`src/rtl/clock_mode_pkg.sv`:
```
// Constants and carrier types for the clock and operating-mode controller.
// Assumes one 100 MHz system clock and a plain register port.
package clock_mode_pkg;

    localparam logic [7:0] osc_mode_ctrl_addr = 8'h95;
    localparam logic [7:0] irq_status_addr = 8'h96;
    localparam logic [7:0] irq_mask_addr = 8'h97;
    localparam logic [7:0] osc_status_addr = 8'h98;

    localparam int high_osc_stop_pos = 1;
    localparam int clock_mode_pos = 2;
    localparam int cpu_mode_lo_pos = 3;
    localparam int cpu_mode_hi_pos = 4;
    localparam logic [7:0] osc_mode_used_mask = 8'h1e;
    localparam logic [7:0] osc_mode_reset = 8'h00;

    localparam int wake_flag_pos = 0;
    localparam int ready_flag_pos = 1;
    localparam logic [1:0] irq_reset = 2'h0;

    localparam logic [1:0] cpu_mode_normal = 2'h0;
    localparam logic [1:0] cpu_mode_power_down = 2'h1;
    localparam logic [1:0] cpu_mode_green = 2'h2;

    localparam int slow_rc_hz = 16000;
    localparam int sys_clk_hz = 100000000;
    localparam int slow_rc_div = sys_clk_hz / slow_rc_hz;
    localparam int warm_reset_clocks = 2048;
    localparam int warm_xtal_clocks = 2048;
    localparam int warm_rc_clocks = 32;

    typedef enum logic [3:0]
    {
        st_warm = 4'b0001,
        st_run = 4'b0010,
        st_green = 4'b0100,
        st_power_down = 4'b1000
    } mode_state_t;

    typedef struct packed
    {
        logic cpu_run;
        logic sys_clk_slow;
        logic fast_osc_on;
        logic slow_rc_on;
        logic rtc_xtal_on;
        logic timers_on;
        logic interrupts_on;
        logic serial_clock_on;
    } clock_ctrl_t;

endpackage : clock_mode_pkg

```
`src/rtl/system_clock_mode_control.sv`:
```
// Clock and operating-mode controller: mode register, warm-up counting,
// oscillator enables and instruction-clock enable for an 8-bit core.
// Assumes the high-speed oscillator clock arrives as a one-cycle pulse
// fast_osc_tick, synchronous to sys_clk, and the core is clocked by
// sys_clk gated with cpu_tick.
// Register port: a write takes effect at its strobe edge; read data
// stand for the one cycle after the read strobe.
// Function
// - Provide 16 kHz slow clock for watchdog, slow mode.
// - Slow instruction clock is slow clock over 1-8.
// - Slow oscillator stops in power-down without watchdog.
// - One 8-bit control register, four used bits.
// - Stop bit halts fast oscillator, slow keeps running.
// - Clock mode bit selects fast or slow clock.
// - Mode field: 00 normal, 01 power-down, 10 green.
// - Stop bit effect depends on oscillator option; here it stops the fast oscillator alike under every option.
// - Wait 2048 fast clocks after any reset.
// - Power-down wake waits 2048 crystal or 32 RC.
// - Enter normal mode and run after reset.
// - Serial ports lose their clock in slow, green.
// - Slow mode leaves fast oscillator running.
// - Green wake returns to the previous mode.
// - Power-down wake always goes to normal mode.
// - Wake clears the mode field and sets flag.
`timescale 1ns/10ps

module system_clock_mode_control
    import clock_mode_pkg::*;
#(
    parameter int slow_div_ratio = 1,
    parameter logic osc_is_rc = 1'b1,
    parameter logic osc_is_internal = 1'b1,
    parameter logic rtc_option = 1'b0,
    parameter logic watchdog_enabled = 1'b1
)
(
    input wire logic sys_clk,
    input wire logic rst,
    input wire logic [7:0] reg_addr,
    input wire logic [7:0] reg_wdata,
    input wire logic reg_wr,
    input wire logic reg_rd,
    output logic [7:0] reg_rdata,
    input wire logic fast_osc_tick,
    input wire logic port_wake,
    input wire logic timer_overflow,
    output logic cpu_tick,
    output logic slow_rc_tick,
    output clock_ctrl_t clock_ctrl,
    output logic irq
);

    ////////////////////////////////////////////////////////////////////////
    // Register and state declarations.

    logic high_osc_stop_reg;
    logic clock_mode_reg;
    logic [1:0] cpu_mode_reg;
    logic [1:0] irq_status_reg;
    logic [1:0] irq_mask_reg;
    mode_state_t state_reg;
    logic [11:0] warm_cnt_reg;
    logic [11:0] warm_target_reg;
    logic [$clog2(slow_rc_div)-1:0] rc_cnt_reg;
    logic [2:0] slow_div_cnt_reg;
    logic wake_event;
    logic ready_event;
    logic ctrl_write;
    logic [7:0] ctrl_read;
    logic pd_wake;
    logic green_wake;
    logic slow_cpu_tick;
    logic fast_cpu_tick;
    logic [1:0] irq_clear;
    logic [1:0] irq_set;

    assign ctrl_write = reg_wr && (reg_addr == osc_mode_ctrl_addr);
    assign ctrl_read = {3'h0, cpu_mode_reg, clock_mode_reg,
                        high_osc_stop_reg, 1'b0};

    ////////////////////////////////////////////////////////////////////////
    // Slow RC oscillator model: a divider of the system clock.
    // It stands still in power-down unless the watchdog needs it.
    // The rate is exact here, where a real RC drifts with supply and
    // temperature; software must not time anything precise from it.

    always_ff @(posedge sys_clk)
    begin
        if (rst)
        begin
            rc_cnt_reg <= '0;
            slow_rc_tick <= 1'b0;
        end
        else if (!clock_ctrl.slow_rc_on)
        begin
            slow_rc_tick <= 1'b0;
        end
        else if (rc_cnt_reg == ($clog2(slow_rc_div))'(slow_rc_div - 1))
        begin
            rc_cnt_reg <= '0;
            slow_rc_tick <= 1'b1;
        end
        else
        begin
            rc_cnt_reg <= rc_cnt_reg + 1'b1;
            slow_rc_tick <= 1'b0;
        end
    end

    // Slow-mode instruction clock divider; the ratio is a build option.
    always_ff @(posedge sys_clk)
    begin
        if (rst)
        begin
            slow_div_cnt_reg <= 3'h0;
        end
        else if (slow_rc_tick)
        begin
            if (slow_div_cnt_reg == 3'(slow_div_ratio - 1))
            begin
                slow_div_cnt_reg <= 3'h0;
            end
            else
            begin
                slow_div_cnt_reg <= slow_div_cnt_reg + 3'h1;
            end
        end
    end

    ////////////////////////////////////////////////////////////////////////
    // Mode control register. Software writes it only while the core runs,
    // and hardware changes it only on wake-up, so the two never collide.

    always_ff @(posedge sys_clk)
    begin
        if (rst)
        begin
            high_osc_stop_reg <= osc_mode_reset[high_osc_stop_pos];
            clock_mode_reg <= osc_mode_reset[clock_mode_pos];
        end
        else if (pd_wake)
        begin
            // Normal mode after power-down needs the fast oscillator.
            clock_mode_reg <= 1'b0;
            high_osc_stop_reg <= 1'b0;
        end
        else if (ctrl_write && state_reg == st_run)
        begin
            high_osc_stop_reg <= reg_wdata[high_osc_stop_pos];
            clock_mode_reg <= reg_wdata[clock_mode_pos];
        end
    end

    // The mode field is a request that hardware withdraws on wake-up.
    always_ff @(posedge sys_clk)
    begin
        if (rst)
        begin
            cpu_mode_reg <= osc_mode_reset[cpu_mode_hi_pos:cpu_mode_lo_pos];
        end
        else if (wake_event)
        begin
            cpu_mode_reg <= cpu_mode_normal;
        end
        else if (ctrl_write && state_reg == st_run
            && reg_wdata[cpu_mode_hi_pos:cpu_mode_lo_pos] != 2'h3)
        begin
            // The reserved code 11 is treated as no request.
            cpu_mode_reg <=
                reg_wdata[cpu_mode_hi_pos:cpu_mode_lo_pos];
        end
    end

    ////////////////////////////////////////////////////////////////////////
    // Operating-mode sequencer. Green keeps clock_mode_reg, so its wake
    // returns to whichever of normal or slow was active before.

    // Power-down hears only the port; green also hears the basic timer.
    assign pd_wake = (state_reg == st_power_down) && port_wake;
    assign green_wake = (state_reg == st_green)
        && (port_wake || timer_overflow);
    assign wake_event = pd_wake || green_wake;
    assign ready_event = (state_reg == st_warm) && fast_osc_tick
        && (warm_cnt_reg == warm_target_reg - 12'h1);

    always_ff @(posedge sys_clk)
    begin
        if (rst)
        begin
            state_reg <= st_warm;
        end
        else
        begin
            unique case (state_reg)
                st_warm:
                begin
                    if (ready_event)
                    begin
                        state_reg <= st_run;
                    end
                end
                st_run:
                begin
                    // The core may take one more instruction in the cycle
                    // between the mode write and the state change.
                    if (cpu_mode_reg == cpu_mode_power_down)
                    begin
                        state_reg <= st_power_down;
                    end
                    else if (cpu_mode_reg == cpu_mode_green)
                    begin
                        state_reg <= st_green;
                    end
                end
                st_green:
                begin
                    if (wake_event)
                    begin
                        state_reg <= st_run;
                    end
                end
                st_power_down:
                begin
                    if (wake_event)
                    begin
                        state_reg <= st_warm;
                    end
                end
            endcase
        end
    end

    // Warm-up counter counts high-speed oscillator clocks, not sys_clk.
    always_ff @(posedge sys_clk)
    begin
        if (rst)
        begin
            warm_cnt_reg <= 12'h0;
        end
        else if (pd_wake)
        begin
            warm_cnt_reg <= 12'h0;
        end
        else if (state_reg == st_warm && fast_osc_tick)
        begin
            warm_cnt_reg <= warm_cnt_reg + 12'h1;
        end
    end

    // Reset always waits the long count; a power-down wake waits the
    // count that suits the oscillator type, since RC types start fast.
    always_ff @(posedge sys_clk)
    begin
        if (rst)
        begin
            warm_target_reg <= 12'(warm_reset_clocks);
        end
        else if (pd_wake)
        begin
            warm_target_reg <= osc_is_rc ? 12'(warm_rc_clocks)
                : 12'(warm_xtal_clocks);
        end
    end

    ////////////////////////////////////////////////////////////////////////
    // Clock and enable outputs.

    always_comb
    begin
        clock_ctrl.cpu_run = (state_reg == st_run);
        clock_ctrl.sys_clk_slow = clock_mode_reg;
        // Slow mode does not stop the fast oscillator by itself.
        clock_ctrl.fast_osc_on = (state_reg == st_warm)
            || ((state_reg != st_power_down)
                && !high_osc_stop_reg);
        clock_ctrl.slow_rc_on = watchdog_enabled
            || (state_reg != st_power_down);
        // With the RTC option the 32768 Hz crystal ignores the stop bit.
        clock_ctrl.rtc_xtal_on = (rtc_option && osc_is_internal)
            && (state_reg != st_power_down);
        clock_ctrl.timers_on = (state_reg == st_run)
            || (state_reg == st_green);
        clock_ctrl.interrupts_on = (state_reg != st_power_down);
        clock_ctrl.serial_clock_on = (state_reg == st_run)
            && !clock_mode_reg;
    end

    // The slow path fires once per divided slow period; the fast path
    // needs the oscillator running, so a stop bit in normal mode
    // starves the core of instruction clocks.
    assign slow_cpu_tick = slow_rc_tick
        && (slow_div_cnt_reg == 3'(slow_div_ratio - 1));
    assign fast_cpu_tick = fast_osc_tick && !high_osc_stop_reg;

    always_comb
    begin
        if (state_reg != st_run)
        begin
            cpu_tick = 1'b0;
        end
        else if (clock_mode_reg)
        begin
            cpu_tick = slow_cpu_tick;
        end
        else
        begin
            cpu_tick = fast_cpu_tick;
        end
    end

    ////////////////////////////////////////////////////////////////////////
    // Event flags, mask and interrupt. Write one to clear.

    assign irq_clear = (reg_wr && reg_addr == irq_status_addr)
        ? reg_wdata[1:0] : 2'h0;
    assign irq_set = {ready_event, wake_event};

    always_ff @(posedge sys_clk)
    begin
        if (rst)
        begin
            irq_mask_reg <= irq_reset;
        end
        else if (reg_wr && reg_addr == irq_mask_addr)
        begin
            irq_mask_reg <= reg_wdata[1:0];
        end
    end

    // A flag set in the same cycle as its clear stays set, so an event
    // that lands during the service write is never lost.
    always_ff @(posedge sys_clk)
    begin
        if (rst)
        begin
            irq_status_reg <= irq_reset;
        end
        else
        begin
            irq_status_reg <= (irq_status_reg & ~irq_clear) | irq_set;
        end
    end

    assign irq = |(irq_status_reg & irq_mask_reg);

    always_ff @(posedge sys_clk)
    begin
        if (rst)
        begin
            reg_rdata <= 8'h00;
        end
        // Reads have no side effects; flags clear only by a write.
        else if (reg_rd)
        begin
            unique case (reg_addr)
                osc_mode_ctrl_addr: reg_rdata <= ctrl_read;
                irq_status_addr: reg_rdata <= {6'h00, irq_status_reg};
                irq_mask_addr: reg_rdata <= {6'h00, irq_mask_reg};
                osc_status_addr: reg_rdata <= {4'h0, state_reg};
                default: reg_rdata <= 8'h00;
            endcase
        end
        else
        begin
            reg_rdata <= 8'h00;
        end
    end

endmodule : system_clock_mode_control

```
`config.mk`:
```
export PLATFORM = sky130hd
export DESIGN_NAME = system_clock_mode_control
export DESIGN_NICKNAME = d
export VERILOG_FILES = /design/src/rtl/clock_mode_pkg.sv /design/src/rtl/system_clock_mode_control.sv
export SDC_FILE = /design/constraint.sdc
export NUM_CORES = 1
export LEC_CHECK = 0
export BUFFER_PORTS_ARGS = -buffer_cell sky130_fd_sc_hd__buf_2
export CAP_MARGIN = 20
export CORE_AREA = 2 2 70 72
export CTS_CLUSTER_DIAMETER = 80
export DETAILED_ROUTE_END_ITERATION = 16
export DIE_AREA = 0 0 72 74
export GPL_TIMING_DRIVEN = 0
export HOLD_SLACK_MARGIN = 0.02
export PLACE_DENSITY = 0.85
export SLEW_MARGIN = 30
export SYNTH_ARGS = -nofsm -noshare
export SYNTH_HDL_FRONTEND = slang
export SYNTH_SLANG_ARGS = --single-unit
```
`constraint.sdc`:
```
create_clock -name sys_clk -period 2 [get_ports sys_clk]
set_input_delay 0.2 -clock sys_clk [delete_from_list [all_inputs] [get_ports sys_clk]]
set_output_delay 0.2 -clock sys_clk [all_outputs]
set_load 0.02 [all_outputs]
```
==> results.tsv <==
metric	value	unit
antenna_found_initial	0	
fmax	542	MHz
start_util	0.536	
critical_path_required	2230	ps
worstPathArrival	2070	ps
fin_nets	353	
synth_area_leaders	dfxtp_1 39%, xor2_1 5.7%, nor2_1 4.3%	
clk_path_buf_depth	2	
grt_pass1_vias	1932	
drv_slew	0	
coreArea	0.00460	mm^2
min_period_over_period	0.923	
clock-sinks	48	
io_pins	42	
grt_usage	0.195	
leakage	1.14	nW
placed_cells	370	
r2r-start	state_reg[1]	
yosysTopAreaCell	dfxtp_1	
synth_area_per_cell	8.73	um^2
drt_pass1_iterations	4	
critPathLaunch	state_reg[1]	
cts_tree	done	
synth-seq-area-share	0.390	
hold_violations	0	
critical-path-max-stage-delay	540	ps
setup_viol	0	
num_rows	25	
die_x	72	um
critPathCaptureType	flop	
ir_drop	0.415	mV
die_area	0.00533	mm^2
cts_buffers	5	
synth_area	0.00246	mm^2
grt_max_degree	15	
gp_congestion	0.854	
ys_ff_latch	48	
ctsHoldBuffers	0	
drt_wl_total	5170	um
relSlewSlack	0.662	
drive_gt1_frac	0.199	
grt_first_pass_wirelength	8340	um
grt_setup_unrepaired	no	
path_clk_slew	90	ps
powerDensity	632	mW/mm^2
synthCells	282	
finalPower	1.82	mW
ys_async_sr_fraction	0	
dp_hpwl	3770	um
synth_cell_types	53	
synth_edf_count	0	
min_period	1850	ps
area_growth	17.1	%
route.detailed.drc	0	
synthFlopType	dfxtp_1	
detail_route.vias_per_cell	5.72	
fin_cells	380	
crit_fanout	10	
htree_levels	2	
grt_overflow_total	0	
synth_top_area_share	0.390	
largest_reg_flops	13	
port_buffers	31	
worstPathBufferInverterCount	2	
min_from	reg_wdata[0]	
startpoint_type	flop	
die_h	74	um
crit_slowest_cell	or4_1	
drtIter0Drc	127	
hp-class	primary input to flop	
drv_cap	0	
outcome	completed	
setup_tns	0	ps
avgRoutedWirePerCell	13.6	um
clk_latency	290	ps
postRouteAntennaNets	0	
tightest_slew	508	ps
crit_chain	buf_6 -> nor4b_4 -> buf_4 -> nand4_4 -> or4_1 -> a21oi_1	
path_class	flop to flop	
clock_skew	3.79	ps
yosysMostFrequentCell	dfxtp_1	
diodes	0	
clockRootBuffer	clkbuf_8	
synth_warnings	0	
dr_total_vias	2172	
cpLargestDelayFamily	simple AND/OR/NAND/NOR gates	
synth_common_cells	48 x dfxtp_1, 28 x nor2_1, 18 x a21oi_1	
[routing by layer]
| layer | share of wire | global-route usage |
|---|---|---|
| met3 | 0.043 | 0.0379 |
| met1 | 0.45 | 0.248 |
| met4 | 0.0060 | 0.0608 |
| met2 | 0.50 | 0.338 |
| met5 | 0 | 0 |
[area by class of cell]
cell class / instances / area, um^2
Timing Repair Buffer: 33 / 170
Clock inverter: 1 / 30.0
Fill cell: 384 / 1720
Tap cell: 54 / 67.6
Sequential cell: 48 / 961
Multi-Input combinational cell: 210 / 1410
Clock buffer: 7 / 96.3
Inverter: 9 / 33.8
Buffer: 18 / 116
[worst reg2reg max path, stage by stage (launching register included)]
cell,delay [ps]
dfxtp_1,310
buf_6,140
nor4b_4,320
buf_4,180
nand4_4,150
or4_1,540
a21oi_1,150
[cell families (layout without fill, tap and decap cells)]
group                      after synthesis  in the layout  share of synthesized area
and+or+nand+nor                        119            119                      0.283
DFF                                     48             48                      0.390
muxes                                    6              6                     0.0244
xor gates and xnor gates                21             21                     0.0747
adders and majority gates                5              5                     0.0254
AOI/OAI and AO/OA                       54             54                      0.143
other                                    2              5                    0.00305
buffers and inverters                   27             68                     0.0559
[repair_timing]
item	in CTS	in global routing
setup buffers	0	2
hold endpoints to repair	0	0
resized for setup	2	10
pin swaps	0	1
setup endpoints to repair	13	14
[stage by stage]
step | cell area [um^2] | utilization | setup WS (ps) | hold WS [ps]
2_1_floorplan | 2470 | - | 177 | 321
3_3_place_gp | 2700 | 0.586 | 49.8 | 445
3_5_place_dp | 2700 | 0.586 | -16.6 | 451
4_1_cts | 2830 | 0.615 | -59.8 | 165
5_1_grt | 2880 | 0.627 | 18.1 | 163
6_report | 2880 | 0.627 | 154 | 168
[where the power goes]
group / switching (mW) / internal, mW
Combinational: 0.0565 / 0.0398
Clock: 0.308 / 0.441
Sequential: 0.0112 / 0.964
Total: 0.376 / 1.45
[cells in the final DEF (no fill, tap or decap), drive strengths merged, types with 2 or more instances in the layout]
cell type,Yosys,final
dfxtp,48,48
buf,12,45
nor2,28,28
a21oi,18,18
nand2,16,16
nand3,16,16
xor2,16,16
clkbuf,6,13
o21ai,11,11
nand4,10,10
inv,9,9
and2,6,6
mux2i,6,6
nor4b,6,6
xnor2,5,5
nor3,5,5
or3,5,5
ha,5,5
conb,2,5
nor2b,4,4
and4,4,4
a22oi,4,4
o31ai,3,3
or4,3,3
nand3b,3,3
a22o,2,2
and3,2,2
and4b,2,2
o221a,2,2
o21a,2,2
nand2b,2,2
a31o,2,2
o211ai,2,2
[worst paths after layout]
| path | cells after the start | end | slack, ps |
|---|---|---|---|
| setup / recovery | 6 | warm_cnt_reg[11] | 150 |
| hold reg to reg | 2 | warm_target_reg[11] | 460 |
| setup reg to reg | 6 | warm_cnt_reg[11] | 150 |
| hold / removal | 3 | irq_mask_reg[0] | 170 |
Note: power is estimated with default switching activity, not from simulation.
